### config.mk
export PLATFORM = sky130hd
export DESIGN_NAME = qtp_timer
export DESIGN_NICKNAME = d
export VERILOG_FILES = /design/src/rtl/qtp_pkg.sv /design/src/rtl/qtp_quad_decode.sv /design/src/rtl/qtp_timer.sv
export SDC_FILE = /design/constraint.sdc
export NUM_CORES = 1
export LEC_CHECK = 0
export BUFFER_PORTS_ARGS = -buffer_cell sky130_fd_sc_hd__clkbuf_2
export CAP_MARGIN = 10
export CORE_ASPECT_RATIO = 0.8
export CORE_MARGIN = 5
export CORE_UTILIZATION = 55
export DETAILED_ROUTE_END_ITERATION = 10
export PLACE_DENSITY = 0.76
export SLEW_MARGIN = 0
export SYNTH_ARGS = -nofsm -noshare
export SYNTH_HDL_FRONTEND = slang
export SYNTH_SLANG_ARGS = --single-unit
### constraint.sdc
create_clock -name clk_sys -period 4.54 [get_ports clk_sys]
set_input_delay 1.135 -clock clk_sys [delete_from_list [all_inputs] [get_ports clk_sys]]
set_output_delay 1.135 -clock clk_sys [all_outputs]
set_load 0.01 [all_outputs]
### src/rtl/qtp_pkg.sv
`default_nettype none
package qtp_pkg;
  // apb address width and register byte offsets
  localparam int          APB_AW        = 8;
  localparam logic [7:0]  OFS_UNIT_MODE = 8'h00;
  localparam logic [7:0]  OFS_CNT_CTRL  = 8'h04;
  localparam logic [7:0]  OFS_PERIOD    = 8'h08;
  localparam logic [7:0]  OFS_DUTY      = 8'h0c;
  localparam logic [7:0]  OFS_COUNT     = 8'h10;
  localparam logic [7:0]  OFS_IRQ_STAT  = 8'h14;
  localparam logic [7:0]  OFS_IRQ_MASK  = 8'h18;

  // unit_mode_reg fields
  localparam int          UM_UDC        = 0;
  localparam int          UM_OUT_EN     = 1;
  localparam int          UM_ACT_LVL    = 2;
  localparam int          UM_PIN6_MODE  = 3;
  localparam int          UM_EDGE_LO    = 4;
  localparam int          UM_EDGE_HI    = 5;
  localparam int          UM_W          = 6;
  localparam logic [5:0]  UM_RST        = 6'h00;

  // counter_control_reg fields
  localparam int          CC_PRE_LO     = 0;
  localparam int          CC_PRE_HI     = 1;
  localparam int          CC_PRE_EXT    = 2;
  localparam int          CC_EXT_CLK    = 5;
  localparam int          CC_CLR_EN     = 6;
  localparam int          CC_CNT_EN     = 7;
  localparam int          CC_W          = 8;
  localparam logic [7:0]  CC_RST        = 8'h00;

  // interrupt status and mask layout
  localparam int          IRQ_PERIOD    = 0;
  localparam int          IRQ_DUTY      = 1;
  localparam int          IRQ_W         = 2;
  localparam logic [1:0]  IRQ_RST       = 2'h0;

  // compare and counter values after reset
  localparam logic [15:0] PERIOD_RST    = 16'hffff;
  localparam logic [15:0] DUTY_RST      = 16'h0000;
  localparam logic [15:0] COUNT_RST     = 16'h0000;

  // both prescale bits set selects x4 quadrature
  localparam logic [1:0]  QUAD_MODE     = 2'h3;

  // internal count clocks: fclk/4 up to fclk/128
  localparam int          NUM_CLK_SRC   = 6;
  localparam int          PRE_W         = 7;
  localparam logic [7:0]  MIN_DIV       = 8'h04;
endpackage
`default_nettype wire

### src/rtl/qtp_quad_decode.sv
`timescale 1ns/1ps
`default_nettype none
module qtp_quad_decode (
  // clock and reset
  input  wire logic clk_sys,
  input  wire logic rst_n,
  // encoder phases
  input  wire logic phaseA,
  input  wire logic phaseB,
  // decoded step
  output logic      edgeA,
  output logic      edgeB,
  output logic      step,
  output logic      up,
  output logic      dirHeld
);
  typedef struct packed {
    logic aPrev;
    logic bPrev;
    logic dirUp;
  } qtp_quad_s;

  qtp_quad_s st_reg;
  qtp_quad_s st_next;

  always_comb begin
    edgeA   = phaseA ^ st_reg.aPrev;
    edgeB   = phaseB ^ st_reg.bPrev;
    dirHeld = st_reg.dirUp;
    step    = edgeA | edgeB;
    if (edgeA && edgeB) begin
      up = st_reg.dirUp;
    end else if (edgeA) begin
      up = phaseA ^ phaseB;
    end else begin
      up = ~(phaseA ^ phaseB);
    end
    st_next       = st_reg;
    st_next.aPrev = phaseA;
    st_next.bPrev = phaseB;
    st_next.dirUp = step ? up : st_reg.dirUp;
  end

  always_ff @(posedge clk_sys or negedge rst_n) begin
    if (!rst_n) begin
      st_reg <= '{aPrev: 1'b0, bPrev: 1'b0, dirUp: 1'b1};
    end else begin
      st_reg <= st_next;
    end
  end
endmodule // qtp_quad_decode
`default_nettype wire

### src/rtl/qtp_timer.sv
// Decided for this implementation: the APB register port and the register offsets.
`timescale 1ns/1ps
`default_nettype none
// What this block does
// - up/down mode, external clock, both prescale bits set: x4 quadrature count
// - four counts per encoder cycle
// - edge selection ignored in x4 mode
// - simultaneous edges keep previous direction
// - pwm output only in timer mode
// - 16-bit, six internal count clocks
// - output enable gates pin; level selects polarity
// - count enable starts counting and waveform
// - period match raises interrupt, held
// - period clear on next count clock
// - duty match raises interrupt, ends active
// - equal compares keep output inactive
module qtp_timer #(
  parameter int CNT_W = 16
) (
  // clock and reset
  input  wire logic                       clk_sys,
  input  wire logic                       rst_n,
  // apb slave
  input  wire logic                       psel,
  input  wire logic                       penable,
  input  wire logic                       pwrite,
  input  wire logic [qtp_pkg::APB_AW-1:0] paddr,
  input  wire logic [31:0]                pwdata,
  output logic      [31:0]                prdata,
  output logic                            pready,
  output logic                            pslverr,
  // encoder count clock input
  input  wire logic                       countClockInput,
  // shared pin 6: direction input or pwm output
  input  wire logic                       sharedPin6In,
  output logic                            sharedPin6Out,
  output logic                            sharedPin6Oe_n,
  // interrupts
  output logic                            periodMatchIrq,
  output logic                            dutyMatchIrq,
  output logic                            irq
);
  import qtp_pkg::*;

  if (CNT_W < 2 || CNT_W > 16) begin : g_bad_width
    $error("qtp_timer: CNT_W must be 2 to 16");
  end

  typedef struct packed {
    logic [UM_W-1:0]  unitMode;
    logic [CC_W-1:0]  ctrl;
    logic [CNT_W-1:0] period;
    logic [CNT_W-1:0] duty;
    logic [CNT_W-1:0] count;
    logic [PRE_W-1:0] pre;
    logic             periodHit;
    logic             pwmActive;
    logic [IRQ_W-1:0] status;
    logic [IRQ_W-1:0] mask;
    logic             periodPulse;
    logic             dutyPulse;
    logic             pinOut;
    logic             pinOe_n;
    logic [31:0]      rdata;
    logic             slvErr;
  } qtp_state_s;

  qtp_state_s st_reg;
  qtp_state_s st_next;

  // terminal value of the prescaler for a clock select
  function automatic logic [PRE_W-1:0] divLast(input logic [2:0] sel);
    logic [2:0] idx;
    idx = (sel > 3'(NUM_CLK_SRC - 1)) ? 3'(NUM_CLK_SRC - 1) : sel;
    return PRE_W'((MIN_DIV << idx) - 8'h01);
  endfunction

  // zero-extend a counter-wide value to the bus
  function automatic logic [31:0] busWord(input logic [CNT_W-1:0] v);
    return 32'(v);
  endfunction

  logic             setupPh;
  logic             accessPh;
  logic             wrStrobe;
  logic             udcMode;
  logic             extClk;
  logic             running;
  logic             quadMode;
  logic             preDone;
  logic             tick;
  logic             countUp;
  logic             restart;
  logic             periodEvt;
  logic             dutyEvt;
  logic             pinDrive;
  logic [CNT_W-1:0] cntNext;
  logic             qEdgeA;
  logic             qEdgeB;
  logic             qStep;
  logic             qUp;
  logic             qDirHeld;

  qtp_quad_decode u_quad (
    .clk_sys (clk_sys),
    .rst_n   (rst_n),
    .phaseA  (countClockInput),
    .phaseB  (sharedPin6In),
    .edgeA   (qEdgeA),
    .edgeB   (qEdgeB),
    .step    (qStep),
    .up      (qUp),
    .dirHeld (qDirHeld)
  );

  assign setupPh  = psel && !penable;
  assign accessPh = psel && penable;
  assign wrStrobe = accessPh && pwrite;
  assign udcMode  = st_reg.unitMode[UM_UDC];
  assign extClk   = st_reg.ctrl[CC_EXT_CLK];
  assign running  = st_reg.ctrl[CC_CNT_EN];
  // quadrature when both prescale bits set
  assign quadMode = udcMode && extClk
                    && (st_reg.ctrl[CC_PRE_HI:CC_PRE_LO] == QUAD_MODE);
  assign preDone  = st_reg.pre >= divLast(st_reg.ctrl[CC_PRE_EXT:CC_PRE_LO]);
  assign tick     = running && (quadMode ? qStep : (!extClk && preDone));
  assign countUp  = quadMode ? qUp : 1'b1;
  // clear one count clock after the match
  assign restart  = st_reg.periodHit && st_reg.ctrl[CC_CLR_EN];
  assign cntNext  = restart ? '0
                    : (countUp ? st_reg.count + 1'b1 : st_reg.count - 1'b1);
  assign periodEvt = tick && (cntNext == st_reg.period);
  assign dutyEvt   = tick && (cntNext == st_reg.duty);
  // pin only ours once set to control mode
  assign pinDrive  = st_reg.unitMode[UM_PIN6_MODE] && !udcMode
                     && st_reg.unitMode[UM_OUT_EN];

  assign prdata         = st_reg.rdata;
  assign pready         = accessPh;
  assign pslverr        = accessPh && st_reg.slvErr;
  assign sharedPin6Out  = st_reg.pinOut;
  assign sharedPin6Oe_n = st_reg.pinOe_n;
  assign periodMatchIrq = st_reg.periodPulse;
  assign dutyMatchIrq   = st_reg.dutyPulse;
  assign irq            = |(st_reg.status & st_reg.mask);

  always_comb begin
    st_next = st_reg;

    // prescaler restarts whenever the internal clock is not in use
    if (!running || extClk || preDone) begin
      st_next.pre = '0;
    end else begin
      st_next.pre = PRE_W'(st_reg.pre + 1'b1);
    end

    if (tick) begin
      st_next.count = cntNext;
      // hold match until next count clock
      st_next.periodHit = periodEvt;
      if (dutyEvt) begin
        st_next.pwmActive = 1'b0;
      end else if (restart) begin
        st_next.pwmActive = (st_reg.duty != st_reg.period);
      end
    end else if (!running) begin
      // stopped: level resumes where the count stands
      st_next.pwmActive = (st_reg.count < st_reg.duty)
                          && (st_reg.duty != st_reg.period);
    end

    st_next.periodPulse = periodEvt;
    st_next.dutyPulse   = dutyEvt;

    // pin is an output only in timer mode
    st_next.pinOe_n = !pinDrive;
    st_next.pinOut = (running && st_reg.pwmActive)
                     ? st_reg.unitMode[UM_ACT_LVL] : !st_reg.unitMode[UM_ACT_LVL];

    // read data is captured in the setup phase, so zero wait states
    if (setupPh) begin
      st_next.slvErr = 1'b0;
      case (paddr)
        OFS_UNIT_MODE: st_next.rdata = 32'(st_reg.unitMode);
        OFS_CNT_CTRL:  st_next.rdata = 32'(st_reg.ctrl);
        OFS_PERIOD:    st_next.rdata = busWord(st_reg.period);
        OFS_DUTY:      st_next.rdata = busWord(st_reg.duty);
        OFS_COUNT:     st_next.rdata = busWord(st_reg.count);
        OFS_IRQ_STAT:  st_next.rdata = 32'(st_reg.status);
        OFS_IRQ_MASK:  st_next.rdata = 32'(st_reg.mask);
        default: begin
          st_next.rdata  = 32'h0000_0000;
          st_next.slvErr = 1'b1;
        end
      endcase
    end

    // writes take effect at the access edge
    if (wrStrobe) begin
      case (paddr)
        OFS_UNIT_MODE: st_next.unitMode = pwdata[UM_W-1:0];
        OFS_CNT_CTRL:  st_next.ctrl     = pwdata[CC_W-1:0];
        OFS_PERIOD:    st_next.period   = pwdata[CNT_W-1:0];
        OFS_DUTY:      st_next.duty     = pwdata[CNT_W-1:0];
        OFS_IRQ_MASK:  st_next.mask     = pwdata[IRQ_W-1:0];
        default: begin
        end
      endcase
    end

    // write-one-to-clear; a new event wins over the clear
    st_next.status = st_reg.status;
    if (wrStrobe && paddr == OFS_IRQ_STAT) begin
      st_next.status = st_reg.status & ~pwdata[IRQ_W-1:0];
    end
    if (periodEvt) begin
      st_next.status[IRQ_PERIOD] = 1'b1;
    end
    if (dutyEvt) begin
      st_next.status[IRQ_DUTY] = 1'b1;
    end
  end

  always_ff @(posedge clk_sys or negedge rst_n) begin
    if (!rst_n) begin
      st_reg.unitMode    <= UM_RST;
      st_reg.ctrl        <= CC_RST;
      st_reg.period      <= PERIOD_RST[CNT_W-1:0];
      st_reg.duty        <= DUTY_RST[CNT_W-1:0];
      st_reg.count       <= COUNT_RST[CNT_W-1:0];
      st_reg.pre         <= '0;
      st_reg.periodHit   <= 1'b0;
      st_reg.pwmActive   <= 1'b0;
      st_reg.status      <= IRQ_RST;
      st_reg.mask        <= IRQ_RST;
      st_reg.periodPulse <= 1'b0;
      st_reg.dutyPulse   <= 1'b0;
      st_reg.pinOut      <= 1'b1;
      st_reg.pinOe_n     <= 1'b1;
      st_reg.rdata       <= 32'h0000_0000;
      st_reg.slvErr      <= 1'b0;
    end else begin
      st_reg <= st_next;
    end
  end
endmodule // qtp_timer
`default_nettype wire

Word level (Yosys, flattened, before mapping)
Cells that the tools add are included.
{"block": "word_totals", "wordCells": 102, "reg_bits": 115}
{"block": "op_classes", "n_mux": 18, "n_reduce_logical": 36, "shift": 1, "n_addsub": 4, "n_bitwise": 8, "eq_ne": 12, "order_cmp": 3}
{"op": "case mux 16 bit (7 select lines)", "count": 1}
{"op": "equality test 16 bit", "count": 2}
{"op": "two-way mux 16 bit", "count": 2}
{"op": "equality test 8 x 5 -> 1 bit (second input constant)", "count": 3}
{"op": "logical AND 1 bit", "count": 17}
{"op": "adder 16 x 1 -> 16 bit (second input constant)", "count": 1}
{"op": "equality test 8 x 4 -> 1 bit (second input constant)", "count": 2}
{"op": "less-than comparator 16 bit", "count": 1}
{"op": "!= test 16 bit", "count": 1}
{"op": "subtractor 16 x 1 -> 16 bit (second input constant)", "count": 1}
{"op": "two-way mux 1 bit", "count": 12}
{"op": "AND reduction 2 bit", "count": 6}
{"op": "equality test 8 x 3 -> 1 bit (second input constant)", "count": 1}
{"op": "logical NOT 8 bit", "count": 1}
{"op": "adder 7 x 1 -> 7 bit (second input constant)", "count": 1}
{"op": "greater-or-equal comparator 7 bit", "count": 1}
{"op": "two-way mux 7 bit", "count": 1}
{"op": "OR reduction 7 bit", "count": 1}
{"op": "left shift 3 x 3 -> 7 bit (first input constant)", "count": 1}
{"op": "subtractor 7 x 1 -> 7 bit (second input constant)", "count": 1}
{"op": "logical NOT 1 bit", "count": 6}
{"op": "bitwise AND 2 bit", "count": 2}
{"op": "nonzero test 2 bit", "count": 2}
{"op": "greater-than comparator 3 bit (second input constant)", "count": 1}
{"op": "11 further kinds", "count": 14}

Logic depth before layout (Yosys ltp)
{"block": "depth", "depth_word": 11, "depth_mapped": 16}

Modules after synthesis
Synthesis repeated with hierarchy kept, for this count alone.
{"block": "hier_totals", "hier_cells": 835, "hier_area_um2": 7449.6}
{"module": "qtp_timer", "area_per_inst_um2": 7270.7, "seq_area_each_um2": 2424.8, "cells_each": 817, "instances": 1}
{"module": "qtp_quad_decode", "area_per_inst_um2": 178.9, "seq_area_each_um2": 76.3, "cells_each": 18, "instances": 1}

Worst setup path before layout
Ideal clock, no wire load.
{"block": "synth_path", "kind": "in2reg", "from": "in countClockInput", "to": "reg st_reg[41] in the netlist's numbering", "cell_stages": 15, "setup_time_ns": 0.120, "required_ns": 4.420, "arrival_time_ns": 4.281, "path_slack_ns": 0.139, "cell_sequence": "o221ai_1 > o31ai_1 > nor2_1 > inv_1 > fa_1 > and2b_1 > o21ai_2 > a211oi_2 > nor3_1 > nor3_4 > xnor2_1 > a221o_1 > nor4b_1 > nand3b_1 > a31o_1"}
{"block": "synth_via", "elab_chain_len": 11, "word_cells_on_any_way": 19, "cone_classes": "eq/ne (3); mux (8); bitwise (4); reduce/logical (4)"}
{"item": "start: declaration", "line": "qtp_timer.sv:33", "text": "input wire logic countClockInput,"}
{"item": "bitwise XOR 1 bit", "line": "qtp_quad_decode.sv:34, qtp_quad_decode.sv:36"}
{"item": "NOT 1 bit", "line": "qtp_quad_decode.sv:36", "text": "up = ~(phaseA ^ phaseB);"}
{"item": "two-way mux 1 bit", "line": "qtp_quad_decode.sv:33", "text": "end else if (edgeA) begin"}
{"item": "two-way mux 1 bit", "line": "qtp_quad_decode.sv:31", "text": "if (edgeA && edgeB) begin"}
{"item": "two-way mux 1 bit", "line": "qtp_timer.sv:127", "text": "assign countUp = quadMode ? qUp : 1'b1;"}
{"item": "two-way mux 16 bit", "line": "qtp_timer.sv:131", "text": ": (countUp ? st_reg.count + 1'b1 : st_reg.count - 1'b1);"}
{"item": "two-way mux 16 bit", "line": "qtp_timer.sv:130", "text": "assign cntNext = restart ? '0"}
{"item": "equality test 16 bit", "line": "qtp_timer.sv:133", "text": "assign dutyEvt = tick && (cntNext == st_reg.duty);"}
{"item": "logical AND 1 bit", "line": "qtp_timer.sv:133"}
{"item": "!= test 3 x 1 -> 1 bit (no line) / two-way mux 1 bit (equally long branches)"}
{"item": "AND reduction 2 bit (no line) / two-way mux 1 bit (equally long branches)"}
{"item": "end signal: assignment", "line": "qtp_timer.sv:243", "text": "st_reg <= st_next;"}
{"item": "end: declaration", "line": "qtp_timer.sv:68", "text": "qtp_state_s st_reg;"}
Several ways; a longest one is shown, not always the timed one.
A chain may end at the register's enable or synchronous reset.

Worst setup path after layout
Same ends and word-level chain as after synthesis.

==> metrics.txt <==
status=finished, final reports clean; # hold bufs at CTS=0; largest net degree at the start of global routing=68; LEAKAGE=3.46 nW; f_max=0.231 GHz; Die W=roughly 130 µm; antenna violations before repair=0; sequential area share after synthesis=37.0%; critical path cell sequence=clkbuf_2, o21a_1, o31ai_2, nor2_1, buf_4, ha_1, o211ai_1, o21a_1, xnor2_1, nand2_1, xnor2_1, nor4_1, nand3_1, nor4_1, a211oi_1, a31o_1; Power Dens Cells=239 nW/µm²; Min Hold Slack=roughly 0.47 ns; Detailed Route Iter0 Violations=545; TritonCTS clock tree=yes; CP max FO=7; DRC=0; Post-DRT Antenna Nets=0; Period minus WS final=4.34 ns; Netlist Area Pre-Place=between 6000 and 7000 µm²; Yosys warning count=0; core area=12100 µm²; distinct cell type count after synthesis=72; Setup Buffers After CTS=0; Reg clk slew, reported paths=0.07 ns; root buffer cell=clkbuf_16; Rel. slew slack=39.4%; Place WS=-0.313 ns; row cnt=36; Total Routed Length=17600 µm; crit path kind=input pin to flip-flop; Fin Setup TNS=0 ns; R2R Path Start=u_quad.dirHeld; CTS buffer count=9; Worst Path Required=between 4 and 5 ns; R2R setup slack=0.46 ns; Clock Skew=0.00918 ns; asr flop ratio synth=100%; I/O Buffers=53; die area=14600 µm²; Setup crit end kind=flip-flop; Max Slew Vio Count=0; RSZ-0062 raised after global routing=no; wire length per cell=between 15 and 20 µm; Starting Density=55.7%; gr ovfl total=0; H-tree depth=3; Min-Delay Endpoint=sharedPin6Oe_n; Clock Latency Late Sink=0.36 ns; DRT Pass-1 Iters=5; Placed Cells=879; GRT Total Usage=around a quarter; non-filler cells, final=between 800 and 900; clock network power share=41.3%; Hold Path Class=flip-flop to flip-flop; detailed-route via count=5461; period utilization=between 90% and 100%; Worst R2R Path Depth=16; P_int=0.00133 W; EDFF count, synth=0; number of max-cap violations=0; Worst Slack Setup Final=0.202 ns; first-pass GRT wire length=28400 µm; P&R area growth vs syn=9.10%; Longest Clk Path Bufs=2; combinational power share=6.6%; Crit. path cell count=16; storage element area=2500 µm²; Layout fillers=about 1000; post-DP HPWL=13600 µm; Critical path buffers and inverters=2; Crit path arrival time=4.59 ns; Clock Sink Count=99; Die Ht=109 µm; Reg2Reg Capture Point=st_reg[41]; Final Setup Violations=0; multi-input logic area=about 3900 µm²; # diodes=0; max reg flops=74; Synth Register Bits=between 90 and 100; Worst Setup Start Kind=input pin; maximum vdd drop=around 0.18 mV; Synth Flop Type=dfrtp_1; Layout Utilization=60.8%; IO Count=86; max incr delay on CP=0.43 ns; Syn Area/Cell=9.66 µm²; Hold Path Depth=1; Sw Pwr=0.000427 W; Seq pwr share=52.0%; final count of hold timing violations=0; vias in the first global route=5363; CP max stage cell=nor4_1; Sw Ratio=24.3%; Vias/cell=6.10; share of layout cells above drive strength 1=roughly 22%; Syn Inst Count=699; nets@finish=822; hold path startpoint=st_reg[107]; Slew @ Worst Pin=0.909 ns; Placer Congestion=slightly below 1; CP top delay family=compound AO/OA/AOI/OAI gates
==> power groups by stage <==
stage	clock (W)	combinational (W)	sequential, W
2_1_floorplan	0	0.0000721	0.000924
3_3_place_gp	0	0.000111	0.000928
3_5_place_dp	0	0.000115	0.000930
4_1_cts	0.000739	0.000116	0.000914
5_1_grt	0.000779	0.000130	0.000916
6_report	0.000727	0.000117	0.000915
==> worst max path at each step <==
stage	from	end	slack [ns]
4_1_cts	countClockInput	st_reg[41]	0.05
6_report	countClockInput	st_reg[41]	0.20
5_1_grt	countClockInput	st_reg[41]	0.03
2_1_floorplan	countClockInput	st_reg[41]	0.14
3_3_place_gp	countClockInput	st_reg[41]	-0.27
3_5_place_dp	countClockInput	st_reg[41]	-0.31
==> kinds of logic after synthesis <==
kind of cell,count (synthesis),synth area share (%)
multiplexers,52,9.32
other,1,0.0555
XOR/XNOR,57,7.39
AO/OA/AOI/OAI,166,16.8
buffers and inverters,89,7.13
AND/OR/NAND/NOR,197,15.1
adder cells (fa/ha/maj),38,7.12
flip-flops,99,37.0
==> routing by layer <==
layer / share of wire, % / vias up / global-route usage, %
met3: 6.3 / 27 / 4.15
li1: - / 2548 / -
met2: 44 / 203 / 38.0
met5: 0 / - / 0
met4: 1.9 / 0 / 8.44
met1: 48 / 2683 / 36.0
==> area by class of cell <==
cell class | count | share of cell area (%)
multi-input cells | 526 | 52.4
flip-flops and latches | 99 | 34.0
repair buffers | 75 | 5.88
clock buffers | 11 | 3.29
well taps | 152 | 2.58
inverters | 27 | 1.38
clock inverters | 5 | 0.543
==> synthesized netlist by cell type, drive strengths merged, types with 3 or more instances <==
library cell,instances,area (µm²)
a211oi,7,62.6
a21boi,4,30.0
a21o,11,82.6
a21oi,20,104
a22o,21,184
a22oi,12,90.1
and2,6,37.5
and3,5,31.3
buf,41,302
clkbuf,21,78.8
dfrtp,80,2000
dfstp,19,499
ha,36,450
inv,27,101
mux2,44,495
mux2i,4,43.8
mux4,4,90.1
nand2,53,206
nand2b,5,31.3
nand3,30,150
nand3b,5,37.5
nand4,13,81.3
nor2,39,146
nor2b,4,25.0
nor3,11,81.3
nor3b,3,22.5
nor4,6,50.0
o211ai,8,65.1
o21a,9,75.1
o21ai,56,288
or2,3,18.8
or3,7,43.8
xnor2,37,324
xor2,20,175
==> metrics by stage <==
step	power [W]	cell area (µm²)
global route	0.00182	7370
CTS	0.00177	7340
floorplan	0.000996	6810
global placement	0.00104	7060
detailed placement	0.00104	7060
finish	0.00176	7370
==> timing repair <==
action	in CTS	in global routing
hold endpoints to repair	0	0
gates resized for setup	0	5
endpoints found under the setup margin	0	3
==> cells in the final DEF (no fill, tap or decap), drive strengths merged, types with 6 or more instances in the layout <==
master	netlist	routed
xnor2	37	37
o211ai	8	8
dfstp	19	19
a211oi	7	7
xor2	20	20
or3	7	7
nor3	11	11
nor2	39	39
nand2	53	53
a22o	21	21
ha	36	36
mux2	44	44
nand4	13	13
o21a	9	9
nor4	6	6
inv	27	27
a21o	11	11
buf	41	23
and2	6	6
a22oi	12	12
o21ai	56	56
conb	1	16
clkbuf	21	63
nand3	30	30
dfrtp	80	80
a21oi	20	20
(Power assumes the default switching activity.)
